--- config.mk ---
export PLATFORM = sky130hd
export DESIGN_NAME = flash_command_control
export DESIGN_NICKNAME = d
export VERILOG_FILES = /design/src/rtl/flash_command_control_pkg.sv /design/src/rtl/flash_command_control.sv
export VERILOG_INCLUDE_DIRS = /design/src /design/src/rtl
export SDC_FILE = /design/constraint.sdc
export NUM_CORES = 1
export LEC_CHECK = 0
export BUFFER_PORTS_ARGS = -buffer_cell sky130_fd_sc_hd__buf_2
export CAP_MARGIN = 20
export CELL_PAD_IN_SITES_DETAIL_PLACEMENT = 1
export CELL_PAD_IN_SITES_GLOBAL_PLACEMENT = 2
export CORE_AREA = 3 3 95 97
export CTS_CLUSTER_SIZE = 20
export DETAILED_ROUTE_END_ITERATION = 8
export DIE_AREA = 0 0 98 100
export PLACE_DENSITY = 0.79
export SETUP_SLACK_MARGIN = 0.2
export SYNTH_ARGS = -nofsm -noshare
export SYNTH_HDL_FRONTEND = slang
export SYNTH_SLANG_ARGS = --single-unit
--- constraint.sdc ---
create_clock -name clk -period 6.2 [get_ports clk]
set_clock_uncertainty 0.2 [all_clocks]
set_input_delay 1.24 -clock clk [delete_from_list [all_inputs] [get_ports clk]]
set_output_delay 1.24 -clock clk [all_outputs]
set_load 0.02 [all_outputs]
--- src/rtl/flash_command_control_defines.svh ---
// constants for the flash command and configuration front end
// assumes: included by bare name from the design module
// ==========================================================================
// Notes on behaviour
// RULE1: registers accept single atomic byte, halfword and word accesses.
// RULE2: every byte lane and halfword of a register is reachable directly.
// RULE3: writes are ignored while access protection is on.
// RULE4: commands run only with execution key 0xa5; software must supply it.
// RULE5: wrong key means no command and programming error flag set.
// RULE6: new command while one is busy sets programming error flag.
// RULE7: software writes key and command code in one access.
// RULE8: system bus flash access wins; command waits until bus and array idle.
// RULE9: software issues commands only while ready reads one.
// RULE10: key bit 0 reads one until the command is issued, then zero.
// RULE11: command code is seven bits in low byte, selects executed command.
// RULE12: code 0x2 erases the addressed row.
// RULE13: code 0x4 programs page buffer into addressed main page.
// RULE14: code 0x5 erases aux row; only unsecured, user row only.
// RULE15: code 0x6 writes aux page; only unsecured, user row only.
// RULE16: codes 0x40 and 0x41 lock and unlock the addressed region.
// RULE17: codes 0x42 and 0x43 enter and leave power reduction.
// RULE18: code 0x44 clears the whole page buffer.
// RULE19: code 0x45 sets security by zeroing lock row first byte.
// RULE20: code 0x46 invalidates every read cache line.
// RULE21: command register bit 7 always reads zero.
// RULE22: configuration bits 31 down to 19 always read zero.
// RULE23: manual write zero lets last page buffer word start a page write.
// RULE24: four-bit read wait state field, zero to fifteen, resets zero.
// RULE25: cache off bit one disables the read cache.
// RULE26: read policy 0 no miss penalty, 1 one miss wait, 2 deterministic.
// RULE27: reserved code with valid key changes nothing, flags programming error. The code still stores the reserved code in the command code field.
`ifndef FLASH_COMMAND_CONTROL_DEFINES_SVH
`define FLASH_COMMAND_CONTROL_DEFINES_SVH

// ==========================================================================
// register offsets (byte addresses)
`define CMDREG_OFFSET      6'h00
`define FLASHCFG_OFFSET    6'h04
`define CMDREG_RESET       16'h0000
`define FLASHCFG_RESET     32'h00000000

// ==========================================================================
// field positions
`define CMD_CODE_LSB       0
`define CMD_CODE_MSB       6
`define KEY_LSB            8
`define KEY_MSB            15
`define CFG_WAIT_LSB       1
`define CFG_WAIT_MSB       4
`define CFG_MANUAL_BIT     7
`define CFG_SLEEP_LSB      8
`define CFG_SLEEP_MSB      9
`define CFG_POLICY_LSB     16
`define CFG_POLICY_MSB     17
`define CFG_CACHEOFF_BIT   18
// writable bits of the configuration register
`define CFG_WRITE_MASK     32'h0007039e

// ==========================================================================
// key and command codes
`define EXEC_KEY           8'ha5
`define CMD_ERASE_ROW      7'h02
`define CMD_WRITE_PAGE     7'h04
`define CMD_ERASE_AUX      7'h05
`define CMD_WRITE_AUX      7'h06
`define CMD_LOCK_REGION    7'h40
`define CMD_UNLOCK_REGION  7'h41
`define CMD_ENTER_PR       7'h42
`define CMD_LEAVE_PR       7'h43
`define CMD_PB_CLEAR       7'h44
`define CMD_SET_SECURITY   7'h45
`define CMD_CACHE_FLUSH    7'h46

// ==========================================================================
// read policy codes
`define POLICY_NO_PENALTY  2'h0
`define POLICY_LOW_POWER   2'h1
`define POLICY_DETERMINE   2'h2

`endif

--- src/rtl/flash_command_control_pkg.sv ---
// types shared by the flash command front end
// assumes: compiled before the design module
package flash_command_control_pkg;

    // operation handed to the array sequencer
    typedef enum logic [3:0] {
        OP_NONE, OP_ERASE_ROW, OP_WRITE_PAGE, OP_ERASE_AUX, OP_WRITE_AUX,
        OP_LOCK, OP_UNLOCK, OP_SET_SECURITY
    } array_op_e;

    typedef enum logic [1:0] {
        ST_IDLE, ST_PENDING, ST_BUSY
    } ctrl_state_e;

    // register bus request
    typedef struct packed {
        logic        sel;
        logic        write;
        logic [5:0]  addr;
        logic [3:0]  byteEn;
        logic [31:0] wdata;
    } reg_req_s;

    // configuration outputs
    typedef struct packed {
        logic       manualWrite;
        logic [3:0] readWaitStates;
        logic [1:0] sleepPowerReduction;
        logic       cacheOff;
        logic [1:0] cacheReadPolicy;
    } flash_cfg_s;

    // whole module state
    typedef struct packed {
        ctrl_state_e state;
        logic [6:0]  cmdCode;
        logic        keyPending;
        logic [31:0] cfg;
        logic        progError;
        logic        powerReduced;
        array_op_e   op;
        logic        opStart;
        logic        pbClear;
        logic        cacheFlush;
        logic [31:0] rdata;
    } ctrl_state_s;

endpackage

--- src/rtl/flash_command_control.sv ---
// flash command register and configuration register front end
// assumes: one peripheral clock, array sequencer reports done, bus reads
// take one cycle and return data the cycle after the request
`timescale 1ns/10ps
`default_nettype none
`include "flash_command_control_defines.svh"

module flash_command_control (
    input  wire logic                                 clk,
    input  wire logic                                 reset,
    input  wire flash_command_control_pkg::reg_req_s  regReq,
    output logic [31:0]                               regRdata,
    input  wire logic                                 writeProtect,
    input  wire logic                                 sysBusBusy,
    input  wire logic                                 arrayBusy,
    input  wire logic                                 arrayDone,
    input  wire logic                                 securitySet,
    input  wire logic                                 userRowAddr,
    input  wire logic                                 pageBufLastWord,
    output flash_command_control_pkg::array_op_e      arrayOp,
    output logic                                      arrayStart,
    output logic                                      pageBufClear,
    output logic                                      cacheFlush,
    output logic                                      powerReduced,
    output logic                                      ready,
    output logic                                      programmingError,
    output flash_command_control_pkg::flash_cfg_s     flashCfg,
    output logic                                      missWaitState,
    output logic                                      cacheEnable
);

    flash_command_control_pkg::ctrl_state_s cur;
    flash_command_control_pkg::ctrl_state_s next_cur;

    logic        wrCmd;
    logic        wrCfg;
    logic        keyWritten;
    logic [7:0]  keyVal;
    logic [6:0]  codeVal;
    logic        cmdOk;
    flash_command_control_pkg::array_op_e decodedOp;

    // ======================================================================
    // register decode
    // RULE3: writes blocked under protection
    assign wrCmd = regReq.sel && regReq.write && !writeProtect && (regReq.addr == `CMDREG_OFFSET);
    assign wrCfg = regReq.sel && regReq.write && !writeProtect && (regReq.addr == `FLASHCFG_OFFSET);
    // RULE7: key counts whenever its own lane 1 is written, with or without the code lane
    assign keyWritten = wrCmd && regReq.byteEn[1];
    assign keyVal     = regReq.wdata[`KEY_MSB:`KEY_LSB];
    // RULE11: code from current write if lane 0 present
    assign codeVal = regReq.byteEn[0] ? regReq.wdata[`CMD_CODE_MSB:`CMD_CODE_LSB] : cur.cmdCode;

    // ======================================================================
    // command decode
    // RULE12: to RULE20 mapping; RULE27 reserved codes refused
    always_comb begin
        decodedOp = flash_command_control_pkg::OP_NONE;
        cmdOk     = 1'b1;
        case (codeVal)
            // RULE12: erase row
            `CMD_ERASE_ROW:     decodedOp = flash_command_control_pkg::OP_ERASE_ROW;
            // RULE13: write page
            `CMD_WRITE_PAGE:    decodedOp = flash_command_control_pkg::OP_WRITE_PAGE;
            // RULE14: aux erase guarded
            `CMD_ERASE_AUX: begin
                decodedOp = flash_command_control_pkg::OP_ERASE_AUX;
                cmdOk     = !securitySet && userRowAddr;
            end
            // RULE15: aux write guarded
            `CMD_WRITE_AUX: begin
                decodedOp = flash_command_control_pkg::OP_WRITE_AUX;
                cmdOk     = !securitySet && userRowAddr;
            end
            // RULE16: region lock and unlock
            `CMD_LOCK_REGION:   decodedOp = flash_command_control_pkg::OP_LOCK;
            `CMD_UNLOCK_REGION: decodedOp = flash_command_control_pkg::OP_UNLOCK;
            // RULE19: security via lock row
            `CMD_SET_SECURITY:  decodedOp = flash_command_control_pkg::OP_SET_SECURITY;
            `CMD_ENTER_PR, `CMD_LEAVE_PR, `CMD_PB_CLEAR, `CMD_CACHE_FLUSH: begin
                decodedOp = flash_command_control_pkg::OP_NONE;
            end
            // RULE27: reserved code is an error
            default:            cmdOk = 1'b0;
        endcase
    end

    // ======================================================================
    // next state
    always_comb begin
        next_cur            = cur;
        next_cur.opStart    = 1'b0;
        next_cur.pbClear    = 1'b0;
        next_cur.cacheFlush = 1'b0;

        // RULE2: byte lanes of configuration
        if (wrCfg) begin
            for (int b = 0; b < 4; b++) begin
                if (regReq.byteEn[b]) begin
                    // mask lane cut to eight bits so reserved bits never store
                    next_cur.cfg[b*8 +: 8] = regReq.wdata[b*8 +: 8] & 8'(`CFG_WRITE_MASK >> (b*8));
                end
            end
        end
        if (wrCmd && regReq.byteEn[0]) begin
            next_cur.cmdCode = regReq.wdata[`CMD_CODE_MSB:`CMD_CODE_LSB];
        end

        case (cur.state)
            flash_command_control_pkg::ST_PENDING: begin
                // RULE8: system bus has priority
                if (!sysBusBusy && !arrayBusy) begin
                    next_cur.keyPending = 1'b0;
                    if (cur.op != flash_command_control_pkg::OP_NONE) begin
                        next_cur.opStart = 1'b1;
                        next_cur.state   = flash_command_control_pkg::ST_BUSY;
                        next_cur.cacheFlush = 1'b1;
                    end else begin
                        next_cur.state = flash_command_control_pkg::ST_IDLE;
                        case (cur.cmdCode)
                            // RULE17: power reduction
                            `CMD_ENTER_PR:    next_cur.powerReduced = 1'b1;
                            `CMD_LEAVE_PR:    next_cur.powerReduced = 1'b0;
                            // RULE18: page buffer clear
                            `CMD_PB_CLEAR:    next_cur.pbClear = 1'b1;
                            // RULE20: cache flush
                            `CMD_CACHE_FLUSH: next_cur.cacheFlush = 1'b1;
                            default:          next_cur.state = flash_command_control_pkg::ST_IDLE;
                        endcase
                    end
                end
            end
            flash_command_control_pkg::ST_BUSY: begin
                if (arrayDone) begin
                    next_cur.state = flash_command_control_pkg::ST_IDLE;
                    next_cur.op    = flash_command_control_pkg::OP_NONE;
                end
            end
            flash_command_control_pkg::ST_IDLE: begin
                // RULE23: automatic page write
                if (!cur.cfg[`CFG_MANUAL_BIT] && pageBufLastWord) begin
                    next_cur.op    = flash_command_control_pkg::OP_WRITE_PAGE;
                    next_cur.state = flash_command_control_pkg::ST_PENDING;
                end
            end
            default: next_cur.state = flash_command_control_pkg::ST_IDLE;
        endcase

        // RULE4: key accept
        if (keyWritten) begin
            if (keyVal != `EXEC_KEY) begin
                // RULE5: bad key flags error
                next_cur.progError = 1'b1;
            end else if (cur.state != flash_command_control_pkg::ST_IDLE) begin
                // RULE6: busy flags error
                next_cur.progError = 1'b1;
            end else if (!cmdOk) begin
                next_cur.progError = 1'b1;
            end else begin
                // RULE10: key bit held until issue
                next_cur.keyPending = 1'b1;
                next_cur.op         = decodedOp;
                next_cur.progError  = 1'b0;
                next_cur.state      = flash_command_control_pkg::ST_PENDING;
            end
        end

        // RULE1: single cycle read of any size
        next_cur.rdata = 32'h00000000;
        if (regReq.sel && !regReq.write) begin
            case (regReq.addr)
                // RULE21: bit 7 zero; RULE10 key bit 0
                `CMDREG_OFFSET:   next_cur.rdata = {16'h0000, 7'h00, cur.keyPending, 1'b0, cur.cmdCode};
                // RULE22: upper bits zero by mask
                `FLASHCFG_OFFSET: next_cur.rdata = cur.cfg & `CFG_WRITE_MASK;
                default:          next_cur.rdata = 32'h00000000;
            endcase
        end
    end

    // ======================================================================
    // state register
    always_ff @(posedge clk) begin
        if (reset) begin
            cur            <= '0;
            cur.state      <= flash_command_control_pkg::ST_IDLE;
            cur.op         <= flash_command_control_pkg::OP_NONE;
            cur.cmdCode    <= 7'(`CMDREG_RESET);
            cur.cfg        <= `FLASHCFG_RESET;
        end else begin
            cur <= next_cur;
        end
    end

    // ======================================================================
    // outputs
    assign regRdata         = cur.rdata;
    assign arrayOp          = cur.op;
    assign arrayStart       = cur.opStart;
    assign pageBufClear     = cur.pbClear;
    assign cacheFlush       = cur.cacheFlush;
    assign powerReduced     = cur.powerReduced;
    // RULE9: ready tells software when to issue
    assign ready            = (cur.state == flash_command_control_pkg::ST_IDLE);
    assign programmingError = cur.progError;
    // RULE24: wait state field
    assign flashCfg.readWaitStates      = cur.cfg[`CFG_WAIT_MSB:`CFG_WAIT_LSB];
    assign flashCfg.manualWrite         = cur.cfg[`CFG_MANUAL_BIT];
    assign flashCfg.sleepPowerReduction = cur.cfg[`CFG_SLEEP_MSB:`CFG_SLEEP_LSB];
    assign flashCfg.cacheOff            = cur.cfg[`CFG_CACHEOFF_BIT];
    assign flashCfg.cacheReadPolicy     = cur.cfg[`CFG_POLICY_MSB:`CFG_POLICY_LSB];
    // RULE25: cache enable
    assign cacheEnable   = !cur.cfg[`CFG_CACHEOFF_BIT];
    // RULE26: one extra wait on miss in low power policy
    assign missWaitState = (cur.cfg[`CFG_POLICY_MSB:`CFG_POLICY_LSB] == `POLICY_LOW_POWER);

    // ======================================================================
    // checks
    chk_bad_key_error: assert property (@(posedge clk) disable iff (reset) // RULE5
        keyWritten && keyVal != `EXEC_KEY |=> programmingError && !arrayStart)
        else $error("bad key did not flag error");
    chk_busy_error: assert property (@(posedge clk) disable iff (reset) // RULE6
        keyWritten && !ready |=> programmingError)
        else $error("command during busy not flagged");
    chk_protect_block: assert property (@(posedge clk) disable iff (reset) // RULE3
        regReq.sel && regReq.write && writeProtect |=> $stable(cur.cfg) && $stable(cur.cmdCode))
        else $error("write went through protection");
    chk_bus_priority: assert property (@(posedge clk) disable iff (reset) // RULE8
        sysBusBusy |=> !arrayStart)
        else $error("command started over bus access");
    chk_key_readback: assert property (@(posedge clk) disable iff (reset) // RULE10
        cur.keyPending |-> cur.state == flash_command_control_pkg::ST_PENDING)
        else $error("key bit set without pending command");
    chk_good_key_go: assert property (@(posedge clk) disable iff (reset) // RULE4
        keyWritten && keyVal == `EXEC_KEY && ready && cmdOk |=> cur.keyPending)
        else $error("valid key not accepted");
    chk_cfg_reserved: assert property (@(posedge clk) disable iff (reset) // RULE22
        (cur.cfg & ~`CFG_WRITE_MASK) == 32'h00000000)
        else $error("reserved configuration bit set");
    chk_reserved_code: assert property (@(posedge clk) disable iff (reset) // RULE27
        keyWritten && keyVal == `EXEC_KEY && ready && !cmdOk |=> programmingError && ready)
        else $error("reserved code not refused");

endmodule // flash_command_control
`default_nettype wire

==> results.py <==
metrics = {
    "global_routing": {
        "grt_antenna_before_repair": 0,
        "track_usage_pct": 11.84,
        "grt_max_degree": 27,
        "gr-total-overflow": 0,
        "grt_first_pass_wirelength_um": 9328,
        "grt_pass1_vias": 1855,
    },
    "final_layout": {
        "final_common_cell": "buf_2",
        "drive_above_1_share_pct": 30.95,
        "final_cell_mix": "buf_2 (73), dfxtp_1 (42), nor2_1 (30), mux2i_1 (23), conb_1 (19)",
        "nets": 346,
        "antenna_cells": 0,
        "syn2layout_area_growth_pct": 14.55,
    },
    "placement": {
        "post-dp-hpwl_um": 4678,
        "io_buffers": 73,
        "gp_congestion": 0.7563,
    },
    "yosys": {
        "synth-seq-cells": 42,
        "ys_seq_area_share_pct": 37.75,
        "yosys_most_used_dff": "dfxtp_1",
        "ys_warn_count": 0,
        "async_flop_share_pct": 0,
        "syn_area_um2": 2227,
        "synth_edf_count": 0,
        "post_synth_inst_count": 248,
        "synth_cell_types": 43,
        "avgSynthCellArea_um2": 8.980,
    },
    "sta": {
        "tightest_slew_ps": 949.5,
        "finalCriticalPeriod_ps": 3347,
        "rsz0062_at_grt": "false",
        "setup_violations": 0,
        "fin_hold_ws_ps": 270.5,
        "relSlewSlack_pct": 36.56,
        "finalMaxSlewViolations": 0,
        "post-route-period-util_pct": 53.99,
        "hold_viol": 0,
        "setup_tns_ps": 0,
        "max_freq_mhz": 298.8,
    },
    "floorplan": {
        "ios": 107,
        "die-area_um2": 9800,
        "coreArea_um2": 8217,
        "rows": 33,
        "die_width_um": 98,
        "initial_core_util_pct": 27.11,
        "chipHeight_um": 100,
    },
    "clock_tree": {
        "cts_resized": 0,
        "cts_sinks": 42,
        "postCtsHoldBufs": 0,
        "post-cts-setup-buffers": 0,
        "clk_pin_slew_worst_paths_ps": 80,
        "tritoncts": "built",
        "cts_max_path_buffers": 2,
        "root_buffer": "clkbuf_8",
        "cts_made_buffers": 5,
        "insertion_delay_ps": 290,
        "htree_num_levels": 2,
    },
    "status": {
        "status": "completed",
    },
    "route": {
        "via_count": 1810,
        "ant_nets": 0,
        "firstDrtPassIters": 4,
        "post-route-drc-count": 0,
        "drtIter0Drc": 42,
        "wl_um": 5792,
        "avgViaCountPerCell": 4.536,
        "wl_per_cell_um": 14.52,
    },
    "critical_path": {
        "start_kind": "input port",
        "endpoint_kind": "flop",
        "critPathKind": "input port to flop",
        "reg2reg_slack_ps": 4220,
        "regToRegStartpoint": "cur[75]",
        "crit_path_max_fanout": 13,
        "crit_start": "regReq[37]",
        "worstPathRequired_ps": 6160,
        "cp.arrival_ps": 3310,
    },
    "min_path": {
        "hold_path.class": "flop to flop",
        "min_from": "arrayOp[3]",
    },
    "flow_run": {
        "cap_violations": 0,
    },
    "power": {
        "p_per_area_nw_per_um2": 233.3,
        "power.leakage_nw": 1.276,
        "vdd_drop_max_v": 0.00008552,
    },
}
[cells in the mapped netlist, drive strengths merged (2+ instances only)]
cell type | count | area share (%)
nor2 | 30 | 5.1
and3 | 9 | 2.5
clkbuf | 3 | 0.51
a22oi | 5 | 1.7
inv | 5 | 0.84
a21oi | 12 | 2.9
o21ai | 6 | 1.3
nand3 | 10 | 2.5
nor3b | 3 | 1.2
nand2 | 6 | 1.0
or4 | 2 | 0.84
a211o | 3 | 1.2
dfxtp | 42 | 38
nor4b | 4 | 1.9
nor2b | 4 | 1.1
nor3 | 5 | 1.3
nand2b | 2 | 0.56
nand4 | 3 | 0.84
a21o | 2 | 0.67
nand3b | 2 | 0.67
nor4bb | 2 | 0.90
mux2 | 3 | 1.7
buf | 50 | 17
mux2i | 23 | 10
nor4 | 3 | 0.84
[path summary, 6_finish.rpt]
kind,endpoint,depth (start not counted)
worst min register to register,arrayOp[3],2
worst max register to register,arrayOp[1],5
worst min-delay path,arrayOp[3],2
worst max-delay path,flashCfg[9],6
[cell families (layout without fill, tap and decap cells)]
group / count (synthesis) / count (layout) / share of synthesized area [%]
simple gates: 87 / 87 / 22.13
compound gates: 34 / 34 / 9.888
mux: 26 / 26 / 12.02
flops: 42 / 42 / 37.75
buf+inv: 58 / 86 / 18.03
other cells: 1 / 19 / 0.1684
[metal layers]
metal	vias to the layer above	track usage, %	share of wire, %
met5	-	0	0
met3	5	2.780	6.0
met2	59	20.63	48
met4	0	3.514	1.1
li1	896	-	-
met1	850	14.57	45
[area by class of cell]
type / instances / area (um^2)
multi-input cells: 166 / 1052
clock buffers: 6 / 82.58
inverters: 5 / 18.77
fillers: 977 / 5665
flip-flops and latches: 42 / 840.8
well taps: 105 / 131.4
repair buffers: 73 / 365.4
clock inverters: 2 / 60.06
[power by group]
group | internal [mW] | switching, mW
Clock | 0.172 | 0.0922
Combinational | 0.0204 | 0.0385
Sequential | 0.271 | 0.00148
Total | 0.463 | 0.132
[flip-flops by register name, indices dropped and copies added (netlist names)]
register,cells
cacheFlush,1
powerReduced,1
flashCfg,10
cur,10
arrayStart,1
programmingError,1
regRdata,13
pageBufClear,1
arrayOp,4
[worst max-delay path, stage by stage]
cell and delay [ps]:
buf_2 100, or4_4 540, nor3b_2 670, nand3_1 430, mux2i_1 270, nor2_1 50
[per-stage QoR]
step	total power [mW]	instances	util, %	setup slack, ps	area (um^2)
2_1_floorplan	0.3253	266	-	3317	2295
3_3_place_gp	0.3367	391	29.31	2568	2409
3_5_place_dp	0.3379	391	29.31	2523	2409
4_1_cts	0.6050	399	31.05	2838	2551
5_1_grt	0.6199	399	31.05	2652	2551
6_report	0.5952	399	31.05	2853	2551
Power figures use the tool's default switching activity.
